--- src/include/bax_cfg.svh ---
// Constants for the byte ALU datapath slice
`ifndef BAX_CFG_SVH
`define BAX_CFG_SVH

`define BAX_DATA_W       8
`define BAX_ADDR_W       7
`define BAX_ADDR_MAX     7'h7f
`define BAX_NIB_LO_HI    3
`define BAX_NIB_HI_LO    4
`define BAX_DEST_ACC     1'b0
`define BAX_DEST_FILE    1'b1
`define BAX_ACC_RST      8'h00
`define BAX_FLAG_RST     1'b0

`endif

--- src/include/bax_pkg.sv ---
// Types for the byte ALU datapath slice
`default_nettype none
package bax_pkg;
    typedef enum logic [1:0] {
        BAX_OP_SUB_ACC_FROM_FILE,
        BAX_OP_XOR_LITERAL_INTO_ACC,
        BAX_OP_XOR_ACC_WITH_FILE,
        BAX_OP_NIBBLE_EXCHANGE_FILE
    } bax_op_t;
    typedef enum logic [1:0] {
        BAX_ST_IDLE,
        BAX_ST_READ,
        BAX_ST_EXEC
    } bax_state_t;
endpackage
`default_nettype wire

--- src/logic/bax_alu.sv ---
// Byte ALU slice: subtract, XOR, nibble exchange, destination and status
`include "bax_cfg.svh"
`default_nettype none
module bax_alu
    import bax_pkg::*;
#(
    parameter int DATA_W = `BAX_DATA_W,
    parameter int ADDR_W = `BAX_ADDR_W
) (
    // Clock and reset
    input  wire logic              clk_sys,
    input  wire logic              rst_b,
    // Instruction from the decoder and ready/done handshake back to it
    input  wire logic              op_valid,
    input  wire bax_pkg::bax_op_t  op_code,
    input  wire logic [ADDR_W-1:0] file_addr,
    input  wire logic [DATA_W-1:0] literal_value,
    input  wire logic              result_target_bit,
    output logic                   op_ready,
    output logic                   op_done,
    // Architectural state
    output logic [DATA_W-1:0]      acc,
    output logic                   borrow_inverse_bit,
    output logic                   half_borrow_bit,
    output logic                   null_result_bit,
    // Register file write observation
    output logic                   file_wr_en,
    output logic [ADDR_W-1:0]      file_wr_addr,
    output logic [DATA_W-1:0]      file_wr_data
);
    import bax_pkg::*;

    // ************************************************************
    // Reset synchroniser
    // ************************************************************
    logic rst_meta_b;
    logic rst_sync_b;

    always_ff @(posedge clk_sys or negedge rst_b) begin
        if (!rst_b) begin
            rst_meta_b <= 1'b0;
            rst_sync_b <= 1'b0;
        end else begin
            rst_meta_b <= 1'b1;
            rst_sync_b <= rst_meta_b;
        end
    end

    // ************************************************************
    // Arithmetic helpers
    // ************************************************************
    function automatic logic [DATA_W:0] sub_twos(input logic [DATA_W-1:0] a, input logic [DATA_W-1:0] b);
        sub_twos = {1'b0, a} + {1'b0, ~b} + {{DATA_W{1'b0}}, 1'b1};
    endfunction

    function automatic logic is_zero(input logic [DATA_W-1:0] v);
        is_zero = (v == '0);
    endfunction

    // ************************************************************
    // Sequencer and operand capture
    // ************************************************************
    bax_state_t        state;
    bax_op_t           cur_op;
    logic [ADDR_W-1:0] cur_addr;
    logic [DATA_W-1:0] cur_lit;
    logic              cur_dest;
    logic [DATA_W-1:0] file_rd_data;
    logic              need_file;
    logic [DATA_W-1:0] result;
    logic              mem_wr_en;

    assign need_file = (op_code != BAX_OP_XOR_LITERAL_INTO_ACC);

    always_ff @(posedge clk_sys or negedge rst_sync_b) begin
        if (!rst_sync_b) begin
            state <= BAX_ST_IDLE;
        end else begin
            case (state)
                BAX_ST_IDLE: begin
                    if (op_valid) begin
                        state <= need_file ? BAX_ST_READ : BAX_ST_EXEC;
                    end
                end
                BAX_ST_READ: begin
                    state <= BAX_ST_EXEC;
                end
                BAX_ST_EXEC: begin
                    state <= BAX_ST_IDLE;
                end
                default: begin
                    state <= BAX_ST_IDLE;
                end
            endcase
        end
    end

    always_ff @(posedge clk_sys or negedge rst_sync_b) begin
        if (!rst_sync_b) begin
            cur_op   <= BAX_OP_SUB_ACC_FROM_FILE;
            cur_addr <= '0;
            cur_lit  <= '0;
            cur_dest <= `BAX_DEST_ACC;
        end else if (state == BAX_ST_IDLE && op_valid) begin
            cur_op   <= op_code;
            cur_addr <= file_addr;
            cur_lit  <= literal_value;
            cur_dest <= (op_code == BAX_OP_XOR_LITERAL_INTO_ACC) ? `BAX_DEST_ACC : result_target_bit;
        end
    end

    always_ff @(posedge clk_sys or negedge rst_sync_b) begin
        if (!rst_sync_b) begin
            op_ready <= 1'b0;
            op_done  <= 1'b0;
        end else begin
            op_ready <= (state == BAX_ST_IDLE && !op_valid) || state == BAX_ST_EXEC;
            op_done  <= (state == BAX_ST_EXEC);
        end
    end

    // ************************************************************
    // Register file
    // ************************************************************
    // Written at the execute edge so a request taken with op_done reads the new byte
    assign mem_wr_en = (state == BAX_ST_EXEC && cur_dest == `BAX_DEST_FILE);

    bax_file_mem #(
        .DATA_W (DATA_W),
        .ADDR_W (ADDR_W)
    ) u_file (
        .clk_sys (clk_sys),
        .rd_en   (state == BAX_ST_IDLE && op_valid),
        .rd_addr (file_addr),
        .rd_data (file_rd_data),
        .wr_en   (mem_wr_en),
        .wr_addr (cur_addr),
        .wr_data (result)
    );

    // ************************************************************
    // Datapath
    // ************************************************************
    logic [DATA_W:0]   diff;
    logic [4:0]        diff_lo;

    assign diff    = sub_twos(file_rd_data, acc);
    assign diff_lo = {1'b0, file_rd_data[`BAX_NIB_LO_HI:0]} + {1'b0, ~acc[`BAX_NIB_LO_HI:0]} + 5'h01;

    always_comb begin
        case (cur_op)
            BAX_OP_SUB_ACC_FROM_FILE:    result = diff[DATA_W-1:0];
            BAX_OP_XOR_LITERAL_INTO_ACC: result = acc ^ cur_lit;
            BAX_OP_XOR_ACC_WITH_FILE:    result = acc ^ file_rd_data;
            BAX_OP_NIBBLE_EXCHANGE_FILE: result = {file_rd_data[`BAX_NIB_LO_HI:0],
                                                   file_rd_data[DATA_W-1:`BAX_NIB_HI_LO]};
            default:                     result = '0;
        endcase
    end

    // ************************************************************
    // Destination write
    // ************************************************************
    always_ff @(posedge clk_sys or negedge rst_sync_b) begin
        if (!rst_sync_b) begin
            acc <= `BAX_ACC_RST;
        end else if (state == BAX_ST_EXEC && cur_dest == `BAX_DEST_ACC) begin
            acc <= result;
        end
    end

    always_ff @(posedge clk_sys or negedge rst_sync_b) begin
        if (!rst_sync_b) begin
            file_wr_en   <= 1'b0;
            file_wr_addr <= '0;
            file_wr_data <= '0;
        end else begin
            file_wr_en <= mem_wr_en;
            if (state == BAX_ST_EXEC) begin
                file_wr_addr <= cur_addr;
                file_wr_data <= result;
            end
        end
    end

    // ************************************************************
    // Status bits
    // ************************************************************
    always_ff @(posedge clk_sys or negedge rst_sync_b) begin
        if (!rst_sync_b) begin
            borrow_inverse_bit <= `BAX_FLAG_RST;
            half_borrow_bit    <= `BAX_FLAG_RST;
        end else if (state == BAX_ST_EXEC && cur_op == BAX_OP_SUB_ACC_FROM_FILE) begin
            borrow_inverse_bit <= diff[DATA_W];
            half_borrow_bit    <= diff_lo[4];
        end
    end

    always_ff @(posedge clk_sys or negedge rst_sync_b) begin
        if (!rst_sync_b) begin
            null_result_bit <= `BAX_FLAG_RST;
        end else if (state == BAX_ST_EXEC && cur_op != BAX_OP_NIBBLE_EXCHANGE_FILE) begin
            null_result_bit <= is_zero(result);
        end
    end
endmodule
`default_nettype wire

--- src/logic/bax_file_mem.sv ---
// Register file memory with registered read data
`default_nettype none
module bax_file_mem #(
    parameter int DATA_W = 8,
    parameter int ADDR_W = 7
) (
    input  wire logic              clk_sys,
    input  wire logic              rd_en,
    input  wire logic [ADDR_W-1:0] rd_addr,
    output var  logic [DATA_W-1:0] rd_data,
    input  wire logic              wr_en,
    input  wire logic [ADDR_W-1:0] wr_addr,
    input  wire logic [DATA_W-1:0] wr_data
);
    // Known power-up content so the far side can learn defined bytes
    logic [DATA_W-1:0] mem [2**ADDR_W] = '{default: '0};

    always_ff @(posedge clk_sys) begin
        if (wr_en) begin
            mem[wr_addr] <= wr_data;
        end
    end

    always_ff @(posedge clk_sys) begin
        if (rd_en) begin
            rd_data <= mem[rd_addr];
        end
    end
endmodule
`default_nettype wire
--- config.mk ---
export PLATFORM = sky130hd
export DESIGN_NAME = bax_alu
export DESIGN_NICKNAME = d
export VERILOG_FILES = /design/src/include/bax_pkg.sv /design/src/logic/bax_alu.sv /design/src/logic/bax_file_mem.sv
export VERILOG_INCLUDE_DIRS = /design/src /design/src/include
export SDC_FILE = /design/constraint.sdc
export NUM_CORES = 1
export LEC_CHECK = 0
export BUFFER_PORTS_ARGS = -buffer_cell sky130_fd_sc_hd__buf_4
export CAP_MARGIN = 40
export CORE_MARGIN = 2
export CORE_UTILIZATION = 55
export DETAILED_ROUTE_END_ITERATION = 7
export PLACE_DENSITY_LB_ADDON = 0.05
export SYNTH_ARGS = -nofsm -noshare
export SYNTH_HDL_FRONTEND = slang
export SYNTH_SLANG_ARGS = --single-unit
--- constraint.sdc ---
create_clock -name clk_sys -period 4.49 [get_ports clk_sys]
set_clock_uncertainty 0.05 [all_clocks]
set_input_delay 0.6735 -clock clk_sys [delete_from_list [all_inputs] [get_ports clk_sys]]
set_output_delay 0.6735 -clock clk_sys [all_outputs]
set_load 0.005 [all_outputs]
==> run metrics, run 1 <==
Worst Tran Pin Value approximately 930 ps; Final Slew Violations 0; antenna violation net count after detailed routing 0; Die Area 79,300 um^2; post-CTS sizing 0; Critical Path RT 4770 ps; delay-heaviest family, CP buffers and inverters; initial antenna violation count 2; share of the synthesized area in the top cell type 0.732; GRT overflow 0; post-synthesis sequential area ratio 0.762; reg2reg start cur_op[0]; WP buf/inv 4; worst skew pair latency 670 ps; die height 282 um; Core Rows a little over 100; headroom to the max-slew limit 0.379; CTS Sinks between 1,000 and 1,500; DRT Wirelength 102 mm; Root Driver clkbuf_16; HP Class in -> reg; pre-CTS setup slack 223 ps; endpoints failing setup 0; DRT iter0 DRCs 2,613; final worst slack 871 ps; most frequent CP cell inv_1; final hold slack ~150 ps; total of max-cap violations 0; status finished clean; # port buffers 49; CTS clk-pin slew, worst paths 60 ps; DR pass1 iterations 6; syn nets 2,191; CP peak stage delay around 600 ps; Yosys top cell by area edfxtp_1; Worst VDD drop 515 uV; dominant synthesized flop cell edfxtp_1; Num CTS Buffers 110; htree depth 3; Hold Path Sink op_ready; Inst Count DP 3,212; Finished Cell Area 48,100 um^2; hold-fix buffers at CTS 1; crit path max-delay cell type ha_1; # DRC 0; CTS max path bufs 3; Non-Filler Instances 3,423; WL per Instance 29.8 um; DR vias/cell approximately 6.4; r2r setup slk 870 ps; Final Hold Viols 0; number of fillers in the final layout roughly 5,300; pwr dens 579 nW/um^2; dpl cell area 44,500 um^2; RePlAce Congestion 0.801; number of global-route vias before repair ~22,000; #FFs+latches synth 1,083; Synth Instances around 2,200; # IOs 50; largest net degree at the start of global routing 122; synth unique cells 50; Fin Setup TNS 0 ps; R2R depth 7; fmax 276 MHz; crit share post-route 0.806; commonest non-fill, non-tap cells in the layout 1,032 x edfxtp_1, 192 x mux4_2, 159 x nor2_1; cell depth of the worst setup path 7; CTS tree yes; top post-synthesis cells by area edfxtp_1 73%, mux4_2 10%, dfrtp_1 3.0%; minimum clock period ~3600 ps; detailed-route via count around 22,000; Crit Path Class reg -> reg; Synth Area per Inst 19.6 um^2; GR Util All Layers 0.261; Critical Path, Cell by Cell inv_1, ha_1, inv_1, and3_1, a221oi_1, inv_4, buf_4; area of the mapped netlist 42,400 um^2; Area Growth Syn to Fin 13.6%; commonest non-fill, non-tap cell in the layout edfxtp_1; end of the worst register-to-register path u_file.mem[78][2]; DP HPWL 63.0 mm; Yosys warnings 0; leakage between 15 and 20 nW; hold path cells 2; RSZ-0062 raised after global routing no; CP Capture Type register; Core Footprint around 76,000 um^2; CP Max Fanout 51; crit path launch type register; layout cell share with drive strength beyond 1 0.253; min-delay src op_valid; global-route wire length before repair 149 mm; Post-synth ARST share 0.0471; Worst EP arrival 3900 ps; Die Width 282 um; EDFF count, synth 1,032; post-CTS setup buffer count 0; Initial Util 0.557; fin nets 2,332
[kinds of logic after synthesis]
| kind of cell | count (synthesis) | share of synthesized area |
|---|---|---|
| other cells | 1 | 0.0000885 |
| buf+inv | 145 | 0.0156 |
| compound gates | 277 | 0.0469 |
| flops | 1083 | 0.762 |
| simple gates | 279 | 0.0279 |
| xor+xnor | 11 | 0.00227 |
| mux | 346 | 0.141 |
| fa+ha+maj | 14 | 0.00431 |
[Yosys cell counts (16+ instances only)]
library cell and n:
nor2_1 161, a221oi_1 19, nand2_1 58, mux2i_1 72, mux4_2 192, a221o_1 17, inv_1 22, dfrtp_1 51
mux2_2 81, o22ai_1 25, a21oi_1 28, a22o_1 18, edfxtp_1 1032, buf_2 34, clkbuf_1 62, a22oi_1 81
nor2b_1 16, o21ai_0 48, o221ai_1 24
[state kept, by name (all words and copies together) (netlist names), 7 cells and up]
register,flops
u_file.rd_data,8
file_wr_data,8
cur_addr,7
u_file.mem,1024
acc,8
file_wr_addr,7
cur_lit,8
[worst max-delay path by stage]
stage | start | to | slack [ps]
floorplan | acc[0] | u_file.mem[0][6] | 460
global placement | file_addr[0] | u_file.rd_data[3] | 220
detailed placement | file_addr[0] | u_file.rd_data[3] | 220
CTS | file_addr[0] | u_file.rd_data[3] | 910
global route | cur_op[0] | u_file.mem[89][2] | 650
finish | cur_op[0] | u_file.mem[78][2] | 870
[routing by layer]
metal  global-route usage  part of all wire  wire (um)  up-vias
li1                     -                 -          -     9123
met3               0.0380             0.072       7380      153
met2                0.408              0.47      48300      941
met4               0.0713             0.024       2410        2
met5                    0           0.00013         13        -
met1                0.392              0.43      43900    11588
[per-stage QoR]
| step | total power (W) | utilization |
|---|---|---|
| 4_1_cts | 0.0280 | 0.632 |
| 3_3_place_gp | 0.0187 | 0.581 |
| 3_5_place_dp | 0.0190 | 0.585 |
| 2_1_floorplan | 0.0166 | - |
| 6_report | 0.0278 | 0.632 |
| 5_1_grt | 0.0287 | 0.632 |
[report_power, final]
part | switching (W) | total, W | internal, W
Clock | 0.00376 | 0.00909 | 0.00534
Combinational | 0.00372 | 0.00482 | 0.00109
Sequential | 0.000214 | 0.0139 | 0.0137
[area by class of cell]
type	instances	area, um^2	area share
multi-input combinational	928	9480	0.197
timing repair buffer	151	1360	0.0283
inverter	23	101	0.00211
antenna	2	5.00	0.000104
clock buffer	146	3010	0.0626
sequential	1083	32300	0.671
clock inverter	60	591	0.0123
tap	1030	1290	0.0268
Note: power is estimated with default switching activity, not from simulation.
==> inputs of run 2 (changes only) <==
- clock period: 4.49 -> 3.4 ns (I/O delays scaled with it)
==> run 2 against run 1 <==
Effect of this change: power rose by 32%; via count is 0.99% lower; critical path depth grew 1; final cell count rose by 1.3%; clock-buffer cell count down 8; hold slack got worse by 110 ps; non-clock buffer count rose by 50; sequential power grew 32%; design area is 1.0% higher; worst setup slack worse by 560 ps; clock power up 31%; flip-flop and latch count stayed put; critical path type unchanged; largest power group unchanged.
==> run metrics, run 2 (synthesis results as in run 1) <==
status finished clean (unchanged); # port buffers 49 (unchanged); global-route wire length before repair 146 mm (was 149 mm); WL per Instance 28.9 um (was 29.8 um); Die Width 282 um (unchanged); Area Growth Syn to Fin 14.7% (was 13.6%); Num CTS Buffers 109 (was 110); post-CTS setup buffer count 0 (unchanged); GR Util All Layers 0.257 (was 0.261); headroom to the max-slew limit 0.350 (was 0.379); Worst VDD drop 1010 uV (was 515 uV); Fin Setup TNS 0 ps (unchanged); sw power 0.0101 W (was 0.00769 W); Internal 0.0267 W (was 0.0202 W); Initial Util 0.557 (unchanged); CTS tree yes (unchanged); layout cell share with drive strength beyond 1 0.267 (was 0.253); number of global-route vias before repair 21,520 (was 21,870); CP Max Fanout 129 (was 51); total of max-cap violations 0 (unchanged); CTS Sinks 1,083 (unchanged); die height 282 um (unchanged); fin nets 2,381 (was 2,332); Core Rows 101 (unchanged); post-CTS sizing 0 (unchanged); crit share post-route 0.909 (was 0.806); DR pass1 iterations 5 (was 6); Final Slew Violations 0 (unchanged); Worst Tran Pin Value 975 ps (was 928 ps); final worst slack 309 ps (was 871 ps); DRT Wirelength 100 mm (was 102 mm); minimum clock period 3090 ps (was 3620 ps); # DRC 0 (unchanged); leakage 15.8 nW (was 15.6 nW); crit path launch type register (unchanged); detailed-route via count 21,591 (was 21,807); pwr dens 758 nW/um^2 (was 579 nW/um^2); overall power 0.0369 W (was 0.0278 W); Critical Path RT 3710 ps (was 4770 ps); endpoints failing setup 0 (unchanged); CTS max path bufs 3 (unchanged); Worst EP arrival 3400 ps (was 3900 ps); DR vias/cell 6.23 (was 6.37); DRT iter0 DRCs 2,393 (was 2,613); CP Capture Type register (unchanged); # IOs 50 (unchanged); pre-CTS setup slack -174 ps (was 223 ps); largest net degree at the start of global routing 131 (was 122); final hold slack 40.0 ps (was 153 ps); Reg with most FFs u_file.mem (unchanged); fmax 323 MHz (was 276 MHz); Sw Share 0.275 (was 0.276); Finished Cell Area 48,600 um^2 (was 48,100 um^2); Final Hold Viols 0 (unchanged); RSZ-0062 raised after global routing no (unchanged); max FFs per register 1,024 (unchanged); antenna fix cells 0 (was 2); GRT overflow 0 (unchanged); commonest non-fill, non-tap cells in the layout 1,032 x edfxtp_1, 192 x mux4_2, 170 x buf_4 (was 1,032 x edfxtp_1, 192 x mux4_2, 159 x nor2_1); clock network power share 0.324 (was 0.327); commonest non-fill, non-tap cell in the layout edfxtp_1 (unchanged); dpl cell area 45,000 um^2 (was 44,500 um^2); initial antenna violation count 2 (unchanged); CTS clk-pin slew, worst paths 60 ps (about the same); Die Area 79,300 um^2 (unchanged); htree depth 3 (unchanged); worst skew pair latency 660 ps (was 670 ps); Comb pwr share 0.178 (was 0.173); Core Footprint 76,100 um^2 (unchanged); antenna violation net count after detailed routing 0 (unchanged); Reg power frac 0.499 (was 0.500); Crit Path Class reg -> reg (unchanged); HP Class in -> reg (unchanged); number of fillers in the final layout 5,207 (was 5,304); Root Driver clkbuf_16 (unchanged); DP HPWL 60.8 mm (was 63.0 mm); RePlAce Congestion 0.829 (was 0.801)
-- run 2: changes by cell type in the layout (fill, tap and decap cells not counted), sizes merged --
cell and change:
clkinvlp +10, clkinv -3, inv -2, clkbuf -8
diode -2, buf +49, dlygate4sd3 +1
-- run 2: timing repair --
item                                    in CTS  in global routing
hold buffers                                 2                  0
hold endpoints to repair                     3                  0
endpoints found under the setup margin       0                  0
-- run 2: worst max-delay path, stage by stage, from the launching register on --
cell,delay (ps)
edfxtp_1,530
ha_1,410
a21o_1,180
a21oi_1,170
a21boi_0,160
o2111a_1,260
a311o_1,390
clkinvlp_4,110
buf_12,410
-- run 2: final timing paths --
| path | depth (start not counted) | slack [ps] | end | start |
|---|---|---|---|---|
| max reg2reg | 8 | 310 | u_file.mem[8][7] | u_file.rd_data[3] |
| max | 8 | 310 | u_file.mem[8][7] | u_file.rd_data[3] |
| min reg2reg | 0 | 280 | file_wr_data[6] | rst_sync_b |
| max in group asynchronous | 1 | 2450 | acc[1] | rst_sync_b |
| min in group asynchronous | 2 | 110 | rst_sync_b | rst_b |
| min | 2 | 40 | cur_lit[4] | literal_value[4] |
-- run 2: metrics by stage --
| step | instances | utilization |
|---|---|---|
| final | 3468 | 0.639 |
| after CTS | 3468 | 0.639 |
| after detailed placement | 3263 | 0.591 |
| after global routing | 3468 | 0.639 |
| after global placement | 3259 | 0.591 |
| after floorplan | 2156 | - |
-- run 2: metal layers --
metal / up-vias / GRT usage / routed length, um
li1: 9220 / - / -
met1: 11372 / 0.389 / 44000
met2: 844 / 0.388 / 46200
met3: 151 / 0.0494 / 8170
met4: 4 / 0.0671 / 2080
met5: - / 0 / 22
-- run 2: cell type report --
type,count,area (um^2),area share
well taps,1030,1290,0.0265
multi-input cells,928,9480,0.195
flip-flops and latches,1083,32300,0.664
inverters,23,104,0.00214
repair buffers,201,1870,0.0385
clock inverters,65,621,0.0128
clock buffers,138,2970,0.0611
-- run 2: power groups by stage --
stage               clock network, W  registers, W  logic, W
floorplan                          0        0.0188   0.00311
global placement                   0        0.0186   0.00635
detailed placement                 0        0.0186   0.00666
CTS                           0.0121        0.0184   0.00664
global route                  0.0126        0.0184   0.00710
finish                        0.0119        0.0184   0.00654
